## config.mk

```make
export PLATFORM = sky130hd
export DESIGN_NAME = pad_state_control
export DESIGN_NICKNAME = d
export VERILOG_FILES = /design/src/pad_state_pkg.sv /design/src/pad_ctl_if.sv /design/src/pad_ctl_decode.sv /design/src/pad_state_control.sv
export SDC_FILE = /design/constraint.sdc
export NUM_CORES = 1
export LEC_CHECK = 0
export ABC_AREA = 1
export ABC_CLOCK_PERIOD_IN_PS = 1350
export BUFFER_PORTS_ARGS = -buffer_cell sky130_fd_sc_hd__buf_4
export CORE_ASPECT_RATIO = 0.9
export CORE_MARGIN = 5
export CORE_UTILIZATION = 53
export CTS_CLUSTER_SIZE = 25
export DETAILED_ROUTE_END_ITERATION = 6
export HOLD_SLACK_MARGIN = 0.12
export PLACE_DENSITY_LB_ADDON = 0.12
export SLEW_MARGIN = 20
export SYNTH_ARGS = -nofsm -noshare
export SYNTH_HDL_FRONTEND = slang
export SYNTH_SLANG_ARGS = --single-unit
```

## constraint.sdc

```tcl
create_clock -name ref_clk -period 1.35 [get_ports ref_clk]
set_input_delay 0.0675 -clock ref_clk [delete_from_list [all_inputs] [get_ports ref_clk]]
set_output_delay 0.0675 -clock ref_clk [all_outputs]
set_load 0.02 [all_outputs]
```

## src/pad_state_pkg.sv

```systemverilog
// Functional notes
// - plain port pins in timer/rtc/stop go hi-z, input low, when level bit set; else hold
// - a high-impedance pin has its output driver fully disabled
// - forced input presents constant low internally regardless of pin level
// - held pins follow a running peripheral; port pins keep last driven output
// - during any reset phase port configuration is ignored; reset state applies
// - external reset pin always pulled up with input enabled
// - oscillator or external clock input pins always keep input enabled
// - main oscillator output stops in sub timer, lowcr timer, rtc, stop modes
// - sub oscillator output stops only in stop mode
// - external interrupt and nmi pins hold state in standby despite level bit
// - debug pins hi-z at power-on, pulled up in resets, hold otherwise
// - analog pins hi-z always; input forced low, analog path enabled after power-on
// - other peripheral pins hi-z power-on, input enabled in resets, hi-z input low in standby when level bit set, hold otherwise
package pad_state_pkg;
	localparam int num_pads = 16;
	// pad whose oscillator output belongs to the sub oscillator
	localparam int sub_osc_pad = 1;

	typedef enum logic [2:0] {
		fn_port,
		fn_osc_in,
		fn_osc_out,
		fn_ext_reset,
		fn_ext_irq,
		fn_debug,
		fn_analog,
		fn_periph
	} pad_func_t;

	typedef enum logic [2:0] {
		md_run,
		md_sleep,
		md_sub_timer,
		md_lowcr_timer,
		md_main_timer,
		md_rtc,
		md_stop
	} op_mode_t;

	typedef enum logic [1:0] {
		ph_power_on,
		ph_ext_reset,
		ph_int_reset,
		ph_active
	} reset_phase_t;

	localparam logic [0:0] pad_hold_rst = 1'h0;
endpackage

```

## src/pad_ctl_if.sv

```systemverilog
`timescale 1ns/1ps
interface pad_ctl_if;
	logic [pad_state_pkg::num_pads-1:0] oe;
	logic [pad_state_pkg::num_pads-1:0] pull_up;
	logic [pad_state_pkg::num_pads-1:0] in_en;
	logic [pad_state_pkg::num_pads-1:0] analog_en;
	logic [pad_state_pkg::num_pads-1:0] hold;
	modport decoder (output oe, pull_up, in_en, analog_en, hold);
	modport user (input oe, pull_up, in_en, analog_en, hold);
endinterface

```

## src/pad_ctl_decode.sv

```systemverilog
`timescale 1ns/1ps
module pad_ctl_decode (
	// state
	input wire pad_state_pkg::reset_phase_t phase,
	input wire pad_state_pkg::op_mode_t mode,
	input wire logic standby_pin_level_bit,
	input wire pad_state_pkg::pad_func_t [pad_state_pkg::num_pads-1:0] func,
	input wire logic [pad_state_pkg::num_pads-1:0] port_oe,
	input wire logic [pad_state_pkg::num_pads-1:0] periph_oe,
	// controls
	pad_ctl_if.decoder ctl
);
	logic standby;
	logic in_reset;
	logic main_stop;
	logic sub_stop;

	assign standby = (mode == pad_state_pkg::md_sub_timer) || (mode == pad_state_pkg::md_lowcr_timer)
		|| (mode == pad_state_pkg::md_main_timer) || (mode == pad_state_pkg::md_rtc)
		|| (mode == pad_state_pkg::md_stop);
	assign in_reset = phase != pad_state_pkg::ph_active;
	assign main_stop = (mode == pad_state_pkg::md_sub_timer) || (mode == pad_state_pkg::md_lowcr_timer)
		|| (mode == pad_state_pkg::md_rtc) || (mode == pad_state_pkg::md_stop);
	assign sub_stop = mode == pad_state_pkg::md_stop;

	always_comb begin
		for (int i = 0; i < pad_state_pkg::num_pads; i++) begin
			ctl.oe[i] = 1'b0;
			ctl.pull_up[i] = 1'b0;
			ctl.in_en[i] = 1'b0;
			ctl.analog_en[i] = 1'b0;
			ctl.hold[i] = 1'b0;
			case (func[i])
				pad_state_pkg::fn_ext_reset: begin
					ctl.pull_up[i] = 1'b1;
					ctl.in_en[i] = 1'b1;
				end
				pad_state_pkg::fn_osc_in: ctl.in_en[i] = 1'b1;
				pad_state_pkg::fn_osc_out: begin
					if (!in_reset && !(i == pad_state_pkg::sub_osc_pad ? sub_stop : main_stop)) begin
						ctl.in_en[i] = 1'b1;
						ctl.hold[i] = 1'b1;
					end
				end
				pad_state_pkg::fn_analog: ctl.analog_en[i] = phase != pad_state_pkg::ph_power_on;
				pad_state_pkg::fn_debug: begin
					if (phase == pad_state_pkg::ph_power_on) begin
						ctl.in_en[i] = 1'b0;
					end else if (in_reset) begin
						ctl.pull_up[i] = 1'b1;
						ctl.in_en[i] = 1'b1;
					end else begin
						ctl.hold[i] = 1'b1;
						ctl.in_en[i] = 1'b1;
						ctl.oe[i] = periph_oe[i];
					end
				end
				pad_state_pkg::fn_ext_irq: begin
					if (!in_reset) begin
						ctl.hold[i] = 1'b1;
						ctl.in_en[i] = 1'b1;
					end
				end
				pad_state_pkg::fn_periph: begin
					if (in_reset) begin
						ctl.in_en[i] = phase != pad_state_pkg::ph_power_on;
					end else if (!(standby && standby_pin_level_bit)) begin
						ctl.hold[i] = 1'b1;
						ctl.in_en[i] = 1'b1;
						ctl.oe[i] = periph_oe[i];
					end
				end
				pad_state_pkg::fn_port: begin
					if (!in_reset && !(standby && standby_pin_level_bit)) begin
						ctl.hold[i] = 1'b1;
						ctl.in_en[i] = 1'b1;
						ctl.oe[i] = port_oe[i];
					end
				end
				default: ctl.in_en[i] = 1'b0;
			endcase
		end
	end
endmodule

```

## src/pad_state_control.sv

```systemverilog
`timescale 1ns/1ps
module pad_state_control (
	// clock and reset
	input wire logic ref_clk,
	input wire logic arst_n,
	// reset and mode state
	input wire logic por_lvd_reset,
	input wire logic external_reset_input_n,
	input wire logic internal_reset,
	input wire pad_state_pkg::op_mode_t mode,
	input wire logic standby_pin_level_bit,
	// pin function selection
	input wire pad_state_pkg::pad_func_t [pad_state_pkg::num_pads-1:0] func,
	// internal drive
	input wire logic [pad_state_pkg::num_pads-1:0] port_out,
	input wire logic [pad_state_pkg::num_pads-1:0] port_oe,
	input wire logic [pad_state_pkg::num_pads-1:0] periph_out,
	input wire logic [pad_state_pkg::num_pads-1:0] periph_oe,
	// pads
	input wire logic [pad_state_pkg::num_pads-1:0] pad_in,
	output logic [pad_state_pkg::num_pads-1:0] pad_out,
	output logic [pad_state_pkg::num_pads-1:0] pad_oe,
	output logic [pad_state_pkg::num_pads-1:0] pad_pull_up,
	output logic [pad_state_pkg::num_pads-1:0] pad_analog_en,
	// to internal logic
	output logic [pad_state_pkg::num_pads-1:0] core_in
);
	pad_state_pkg::reset_phase_t phase;
	logic [pad_state_pkg::num_pads-1:0] last_out;
	pad_ctl_if ctl ();

	function automatic logic is_awake(input pad_state_pkg::op_mode_t m);
		return m == pad_state_pkg::md_run || m == pad_state_pkg::md_sleep;
	endfunction

	always_comb begin
		if (por_lvd_reset) begin
			phase = pad_state_pkg::ph_power_on;
		end else if (!external_reset_input_n) begin
			phase = pad_state_pkg::ph_ext_reset;
		end else if (internal_reset) begin
			phase = pad_state_pkg::ph_int_reset;
		end else begin
			phase = pad_state_pkg::ph_active;
		end
	end

	pad_ctl_decode decode (
		.phase(phase),
		.mode(mode),
		.standby_pin_level_bit(standby_pin_level_bit),
		.func(func),
		.port_oe(port_oe),
		.periph_oe(periph_oe),
		.ctl(ctl)
	);

	// last driven port level, frozen in standby
	always_ff @(posedge ref_clk or negedge arst_n) begin
		if (!arst_n) begin
			last_out <= '0;
		end else begin
			for (int i = 0; i < pad_state_pkg::num_pads; i++) begin
				if (ctl.hold[i] && is_awake(mode)) begin
					last_out[i] <= port_out[i];
				end
			end
		end
	end

	always_ff @(posedge ref_clk or negedge arst_n) begin
		if (!arst_n) begin
			pad_out <= '0;
			pad_oe <= '0;
			pad_pull_up <= '0;
			pad_analog_en <= '0;
			core_in <= '0;
		end else begin
			for (int i = 0; i < pad_state_pkg::num_pads; i++) begin
				pad_oe[i] <= ctl.oe[i];
				pad_pull_up[i] <= ctl.pull_up[i];
				pad_analog_en[i] <= ctl.analog_en[i];
				core_in[i] <= ctl.in_en[i] & pad_in[i];
				if (func[i] == pad_state_pkg::fn_port) begin
					pad_out[i] <= is_awake(mode) ? port_out[i] : last_out[i];
				end else begin
					pad_out[i] <= periph_out[i];
				end
			end
		end
	end
endmodule

```

==> impl_results.md, run 1 <==
- Status: stopped before the end
- CTS H-tree lvls: 3
- CTS buffer count: 9
- IO Count: 217
- Die H: 107 um
- GP Congestion: 0.901
- Seq cells post-synth: 96
- Rows: 35
- Error message: [ERROR DPL-0038] Utilization greater than 100%, impossible to legalize
- Max Buffers Root-to-Sink: 2
- Yosys top cell by area: dfrtp_1
- Yosys warns: 0
- Post-CTS Setup Bufs: 0
- Yosys cell types: 29
- Post-GRT worst EP: core_in[10]$_DFF_PN0_/D
- Top post-synthesis cells by area: dfrtp_1 (43%), inv_1 (7.8%), nand2_1 (7.0%), nand3_1 (6.7%), nor2_1 (6.1%)
- Syn Area/Cell: 7.62 um2
- Port Buf Inserts: 216
- Failed at: global routing
- Initial Util: 54.3%
- Worst_ep kind: register data pin
- Clock root cell: clkbuf_16
- Post-synth top area share: 43.2%
- CTS sink cnt: 96
- Synthesized instance count: 730
- Sequential share of the synthesized area: 43.2%
- Die width: 118 um
- Pre-CTS setup slack: -0.562 ns
- Synthesized area: 0.00556 mm2
- DP HPWL: 13200 um
- Net count after synthesis: 872
- Largest net degree at the start of global routing: 34
[Yosys cell counts (all sizes together)]
cell type	n
clkbuf	7
o22ai	5
nor3b	11
ha	5
o21a	4
a21oi	17
nand3	84
o21ai	59
mux2i	16
nand4	17
a22oi	15
nor3	47
nor2	91
nand2	105
o21bai	1
buf	16
nor4	16
inv	117
dfrtp	96
or2	1
[repair_timing]
action	4_1_cts
endpoints found under the setup margin	35
gates resized for setup	11
hold buffers	136
hold endpoints to repair	192
[cell families after synthesis]
group	count (synthesis)	synth area share, %
and+or+nand+nor	372	31.3
buffers and inverters	140	10.6
AOI/OAI and AO/OA	101	10.9
DFF	96	43.2
muxes	16	2.88
adders and majority gates	5	1.12
[stage by stage]
| stage | hold slack (ns) | TNS (ns) | util (%) | instance area (um2) | cells |
|---|---|---|---|---|---|
| after CTS | 0.161 | 0 | 91.8 | 9400 | 1249 |
| after detailed placement | 0.0360 | -21.30 | 74.4 | 7630 | 1097 |
| after global placement | 0.0320 | -19.04 | 74.4 | 7630 | 1097 |
| after floorplan | -0.228 | -1.62 | - | 5580 | 730 |
==> run 2: changes to the inputs <==
--- a/config.mk
+++ b/config.mk
@@ -8,13 +8,10 @@
 export ABC_AREA = 1
 export ABC_CLOCK_PERIOD_IN_PS = 1350
 export BUFFER_PORTS_ARGS = -buffer_cell sky130_fd_sc_hd__buf_4
-export CORE_ASPECT_RATIO = 0.9
 export CORE_MARGIN = 5
-export CORE_UTILIZATION = 53
-export CTS_CLUSTER_SIZE = 25
+export CORE_UTILIZATION = 40
 export DETAILED_ROUTE_END_ITERATION = 6
-export HOLD_SLACK_MARGIN = 0.12
-export PLACE_DENSITY_LB_ADDON = 0.12
+export PLACE_DENSITY_LB_ADDON = 0.15
 export SLEW_MARGIN = 20
 export SYNTH_ARGS = -nofsm -noshare
 export SYNTH_HDL_FRONTEND = slang
==> impl_results.md, run 2 <==
- Status: finished clean
- Final Hold Vio Count: 0
- Global-route wire length before repair: 31000 um
- Clock Skew: 0.00495 ns
- 1st-iter DRT viols: 447
- Critical path's largest stage delay: 0.23 ns
- Clock root cell: clkbuf_16
- Crit. End Element: register
- Initial Util: 40.4% (-14 points)
- CTS sink cnt: 96 (unchanged)
- Post-Synth Simple-Gate Area: 31.3% (unchanged)
- Net count after synthesis: 872 (unchanged)
- Post-route setup TNS: 0 ns
- Final period util: 96.6%
- GP Congestion: 0.862 (-4.4%)
- Yosys top cell by area: dfrtp_1
- Total gr overflow: 0
- DR top layer: met4
- Crit path cell chain: buf_6, a21oi_4, ha_4, inv_2, or2_4, nand2_4, buf_12, buf_12, nand2_1, nand3_1, nor2_1, nor2_1
- Antenna Violating Nets Remaining: 0
- Hold WC Path Type: in2reg
- Die area: 0.0164 mm2
- Synthesized instance count: 730 (unchanged)
- Xor and xnor area share after synthesis: 0% (unchanged)
- PD cells: 857 mW/mm2
- Compound-Gate Fraction of Synth Area: 10.9% (unchanged)
- Vias in the first global route: 6380
- Leak Pwr: 0.00486 uW
- All-layer global routing usage: 23.8%
- Final count of negative-setup-slack endpoints: 0
- DR WL/cell: 15.4 um
- Multi-input logic area: 0.00272 mm2
- Count leader, synth: inv_1
- FMAX: 767 MHz
- Top post-synthesis cells by area: dfrtp_1 (43%), inv_1 (7.8%), nand2_1 (7.0%), nand3_1 (6.7%), nor2_1 (6.1%)
- Rows: 43 (+23%)
- Yosys warns: 0 (unchanged)
- CTS tree: done
- Vias: 6525
- Final period demand of the worst path: 1.30 ns
- Critical Path AT: 1.57 ns
- Port Buf Inserts: 216 (unchanged)
- Wire length on met1: 8210 um
- Highest-count cells in the layout ignoring fill and taps: buf_4 (260), dlygate4sd3_1 (118), inv_1 (114), nand2_1 (102), dfrtp_1 (96)
- Diodes inserted: 0
- Vias/cell: 5.02
- Area after DPL: 0.00775 mm2 (+1.6%)
- CP required: 1.62 ns
- TritonRoute pass-1 iters: 5
- Post-synth ARST share: 100% (unchanged)
- Startpoint types: input pin
- DP HPWL: 12900 um (-2.9%)
- Clock-pin slew on the worst setup and hold paths: 0.08 ns
- CTS buffer count: 9 (unchanged)
- Commonest non-fill, non-tap cell in the layout: buf_4
- Die width: 128 um (+8.4%)
- WS Path Type: in2reg
- Die H: 128 um (+19%)
- Placeable Area: 0.0138 mm2
- CTS H-tree lvls: 3 (unchanged)
- Syn Area/Cell: 7.62 um2 (unchanged)
- Largest family of logic cells by synthesized area: simple AND/OR/NAND/NOR gates
- Slew @ Worst Pin: 0.492 ns
- Max Buffers Root-to-Sink: 2 (unchanged)
- Multiplexer share of the synthesized area: 2.88% (unchanged)
- Final Net Count: 1258
- RSZ-0062 raised after global routing: true
- Adder-cell share of the synthesized area: 1.12% (unchanged)
- Wire length on met2: 9820 um
- Worst skew pair latency: 0.35 ns
- Register area: 0.00240 mm2
- Sequential share of the synthesized area: 43.2% (unchanged)
- IO Count: 217 (unchanged)
- DRC viols: 0
- Post-synth top cells: inv_1 (116), nand2_1 (104), dfrtp_1 (96), nor2_1 (90), nand3_1 (74)
- Yosys cell types: 29 (unchanged)
- Fin. max-slew vios: 0
- CP Max Fanout: 8
- Initial antenna violation count: 0
- WL final: 20100 um
- Post-synth top area share: 43.2% (unchanged)
- Design Area, Final: 0.00961 mm2
- Share of layout cells above drive strength 1: 31.1%
- Critical-path top delay cell: or2_4
- Synthesized area: 0.00556 mm2 (unchanged)
- Seq cells post-synth: 96 (unchanged)
- Maximum VDD drop: 0.619 mV
- Max Cap Viol: 0
- Worst relative slew slack: 66.9%
- Primary FF master, synth: dfrtp_1
- Post-synth EDFFs: 0 (unchanged)
- Final total power: 8240 uW
- Largest net degree at the start of global routing: 65
- Number of fill cells: 1085
- Layout area overhead: 72.8%
- Met3 WL: 1320 um
[run 2: cell counts after synthesis]
Identical to the previous run, type by type.
[run 2: power breakdown]
part | leakage, uW | switching [uW] | internal, uW
logic | 0.00344 | 1100 | 1070
registers | 0.00126 | 96.3 | 3110
clock network | 0.000159 | 1180 | 1680
[run 2: layout make-up]
| type | instances | share of cell area [%] |
|---|---|---|
| clock buffers | 10 | 2.49 |
| clock inverters | 6 | 0.937 |
| inverters | 117 | 4.57 |
| multi-input cells | 494 | 28.3 |
| flip-flops and latches | 96 | 25.0 |
| well taps | 180 | 2.34 |
| repair buffers | 398 | 36.3 |
[run 2: critical path, delay by kind of cell]
kind                       cells  cell delay, ns
and+or+nand+nor                6            0.69
buffers and inverters          4            0.43
adders and majority gates      1            0.20
AOI/OAI and AO/OA              1            0.18
[run 2: kinds of logic after synthesis]
kind of cell	after synthesis
buf+inv	140
flops	96
mux	16
simple gates	372
fa+ha+maj	5
compound gates	101
[run 2: repair_timing]
| item | 4_1_cts | 5_1_grt |
|---|---|---|
| cloned | 1 | 2 |
| gates resized for setup | 6 | 41 |
| hold endpoints to repair | 186 | 0 |
| setup buffers | 3 | 8 |
| endpoints found under the setup margin | 33 | 40 |
| hold buffers | 118 | 0 |
| pin swaps | 1 | 9 |
[run 2: path summary, 6_finish.rpt]
check / start / end / slack [ns] / depth (start not counted)
min in group asynchronous: arst_n / pad_analog_en[11]$_DFF_PN0_ / 0.22 / 3
min: func[44] / pad_analog_en[14]$_DFF_PN0_ / 0.02 / 3
max: internal_reset / core_in[0]$_DFF_PN0_ / 0.05 / 12
min reg2reg: last_out[15]$_DFFE_PN0P_ / last_out[15]$_DFFE_PN0P_ / 0.47 / 2
max reg2reg: last_out[6]$_DFFE_PN0P_ / pad_out[6]$_DFF_PN0_ / 0.54 / 2
max in group asynchronous: arst_n / last_out[1]$_DFFE_PN0P_ / 0.77 / 3
[run 2: through the flow]
| step | std cells | util, % | hold WS [ns] | worst slack, ns |
|---|---|---|---|---|
| after floorplan | 730 | - | -0.228 | -0.0913 |
| after global placement | 1153 | 56.2 | 0.0547 | -0.488 |
| after detailed placement | 1153 | 56.2 | 0.0541 | -0.530 |
| after CTS | 1291 | 67.8 | 0.00819 | 0.00295 |
| after global routing | 1301 | 69.8 | 0.0400 | -0.0825 |
| final | 1301 | 69.8 | 0.0216 | 0.0454 |
[run 2: metal layers]
layer	up-vias	global-route usage, %
li1	3219	-
met4	0	10.2
met1	2996	29.9
met2	255	40.3
met5	-	0
met3	55	4.25
Note: power is estimated with default switching activity, not from simulation.
==> run 3: changes to the inputs <==
==> constraint.sdc (replaced) <==
create_clock -name ref_clk -period 1.35 [get_ports ref_clk]
set_input_delay 0.135 -clock ref_clk [delete_from_list [all_inputs] [get_ports ref_clk]]
set_output_delay 0.135 -clock ref_clk [all_outputs]
set_load 0.02 [all_outputs]
==> impl_results.md, run 3 (synthesis results as in run 2) <==
- Dpl cells: 1166 (+1.1%)
- Placeable Area: 0.0138 mm2 (unchanged)
- CTS H-tree lvls: 3 (unchanged)
- Die H: 128 um (unchanged)
- TritonRoute pass-1 iters: 7 (+2)
- CP Max Fanout: 7 (-1)
- Final Net Count: 1171 (-6.9%)
- CTS sink cnt: 96 (unchanged)
- Number of fill cells: 1239 (+14%)
- Final Hold Vio Count: 0 (unchanged)
- Share of layout cells above drive strength 1: 35.1% (+4.0 points)
- Internal power: 5820 uW (-0.78%)
- Post-route setup TNS: 0 ns (unchanged)
- Startpoint types: input pin
- Rows: 43 (unchanged)
- Clock root cell: clkbuf_16
- Register area: 0.00240 mm2 (unchanged)
- Final period util: 97.0% (+0.41 points)
- Clock Skew: 0.00313 ns (-0.00182 ns)
- GP Congestion: 0.900 (+4.5%)
- DP HPWL: 13300 um (+3.1%)
- Worst skew pair latency: 0.34 ns (about the same)
- Die area: 0.0164 mm2 (unchanged)
- Clock-pin slew on the worst setup and hold paths: 0.07 ns (about the same)
- DR WL/cell: 15.3 um (-0.79%)
- Seq pwr share: 39.6% (+0.7 points)
- PD cells: 919 mW/mm2 (+7.2%)
- Initial antenna violation count: 0 (unchanged)
- Vias/cell: 4.99 (-0.54%)
- Die width: 128 um (unchanged)
- Max Buffers Root-to-Sink: 2 (unchanged)
- Crit. End Element: register
- Global-route wire length before repair: 28200 um (-9.0%)
- DRC viols: 0 (unchanged)
- Leak Pwr: 0.00452 uW (-7.1%)
- WL final: 18600 um (-7.4%)
- Commonest non-fill, non-tap cell in the layout: buf_4
- Crit path cell chain: buf_4, a21oi_4, ha_4, buf_4, nand2_2, nor2_4, clkbuf_16, nand2_1, nand3_1, nand2_1, nand2_1, nand2_1
- Vias: 6056 (-7.2%)
- Antenna Violating Nets Remaining: 0 (unchanged)
- Critical Path AT: 1.54 ns (-0.03 ns)
- Highest-count cells in the layout ignoring fill and taps: buf_4 (268), inv_1 (116), nand2_1 (102), dfrtp_1 (96), nor2_1 (82)
- Slew @ Worst Pin: 0.422 ns (-0.0703 ns)
- Clk pwr share: 36.0% (+1.3 points)
- FMAX: 763 MHz (-0.42%)
- IO Count: 217 (unchanged)
- Maximum VDD drop: 0.647 mV (+4.5%)
- Worst relative slew slack: 71.7% (+4.7 points)
- 1st-iter DRT viols: 402 (-10%)
- Hold WC Path Type: in2reg
- DR top layer: met4
- Largest net degree at the start of global routing: 33 (-49%)
- CP dominant cell by count: nand2_1
- Diodes inserted: 0 (unchanged)
- Multi-input logic area: 0.00277 mm2 (+1.8%)
- Switch Pwr: 2270 uW (-4.4%)
- CTS tree: done
- Total gr overflow: 0 (unchanged)
- Wire length on met2: 8940 um (-9.0%)
- Final worst setup slack: 0.0399 ns (-0.00550 ns)
- Wire length on met1: 7570 um (-7.7%)
- Port Buf Inserts: 216 (unchanged)
- Layout Utilization: 63.9% (-5.9 points)
- RSZ-0062 raised after global routing: true
- Fin. max-slew vios: 0 (unchanged)
- Layout area overhead: 58.3%
- Met3 WL: 1760 um (+34%)
- Final period demand of the worst path: 1.31 ns (+0.00550 ns)
- Critical-path top delay cell: clkbuf_16
- Pre-CTS setup slack: -0.417 ns (+0.113 ns)
- Sw Share: 28.1% (-0.75 points)
- All-layer global routing usage: 21.7% (-2.2 points)
- Final count of negative-setup-slack endpoints: 0 (unchanged)
- CTS buffer count: 9 (unchanged)
- Initial Util: 40.4% (unchanged)
- Fin cells: 1214 (-6.7%)
- CP required: 1.58 ns (-0.04 ns)
- WS Path Type: in2reg
- Vias in the first global route: 5813 (-8.9%)
- Critical path's largest stage delay: 0.20 ns (-0.03 ns)
- Gate power share: 24.4% (-2.0 points)
- Status: finished clean
- Max Cap Viol: 0 (unchanged)
run 3: changes by cell type in the layout (fill, tap and decap cells not counted), sizes merged:
cell and change:
clkinvlp -1, dlygate4sd3 -92, clkbuf +4, buf +3, clkinv -1
run 3: per-layer routing:
metal,track usage (%),up-vias
li1,-,3039
met1,27.5,2749
met2,36.4,242
met3,6.33,26
met4,5.43,0
met5,0,-
run 3: final timing paths:
check | startpoint | endpoint | slack [ns] | cells after the start
max | external_reset_input_n | last_out[0]$_DFFE_PN0P_ | 0.04 | 12
min | pad_in[8] | core_in[8]$_DFF_PN0_ | 0.009 | 3
min reg2reg | last_out[9]$_DFFE_PN0P_ | last_out[9]$_DFFE_PN0P_ | 0.47 | 2
min in group asynchronous | arst_n | core_in[12]$_DFF_PN0_ | 0.22 | 2
max reg2reg | last_out[8]$_DFFE_PN0P_ | pad_out[8]$_DFF_PN0_ | 0.57 | 2
max in group asynchronous | arst_n | pad_oe[5]$_DFF_PN0_ | 0.62 | 3
run 3: metrics by stage:
stage | instance area, um2 | total power (uW) | hold slack, ns
2_1_floorplan | 5580 | 4060 | -0.161
3_3_place_gp | 7870 | 5050 | 0.0520
3_5_place_dp | 7870 | 5060 | 0.0501
4_1_cts | 8520 | 8080 | 0.000135
5_1_grt | 8800 | 8480 | 0.0136
6_report | 8800 | 8090 | 0.00916
run 3: critical path: cells and delay by family:
kind	cells	cell delay [ns]
compound gates	1	0.18
fa+ha+maj	1	0.18
buf+inv	3	0.44
simple gates	7	0.59
run 3: what timing repair did:
| item | CTS | global route |
|---|---|---|
| endpoints found under the hold margin | 92 | 0 |
| buffers inserted | 0 | 1 |
| setup endpoints to repair | 5 | 43 |
| gates resized for setup | 3 | 42 |
| pin swaps | 0 | 4 |
| hold buffers | 26 | 0 |
| cloned | 1 | 4 |
run 3: power by group through the flow:
stage	combinational, uW	sequential [uW]	clock, uW
after floorplan	661	3400	0
after global placement	1790	3260	0
after detailed placement	1810	3250	0
after CTS	1890	3200	2980
after global routing	2170	3230	3080
final	1980	3200	2910
run 3: layout make-up:
cell class                 instances  share of cell area [%]
multi-input combinational        494                    31.5
timing repair buffer             311                    29.8
sequential                        96                    27.3
inverter                         117                    4.99
clock buffer                      12                    3.03
tap                              180                    2.56
clock inverter                     4                   0.839
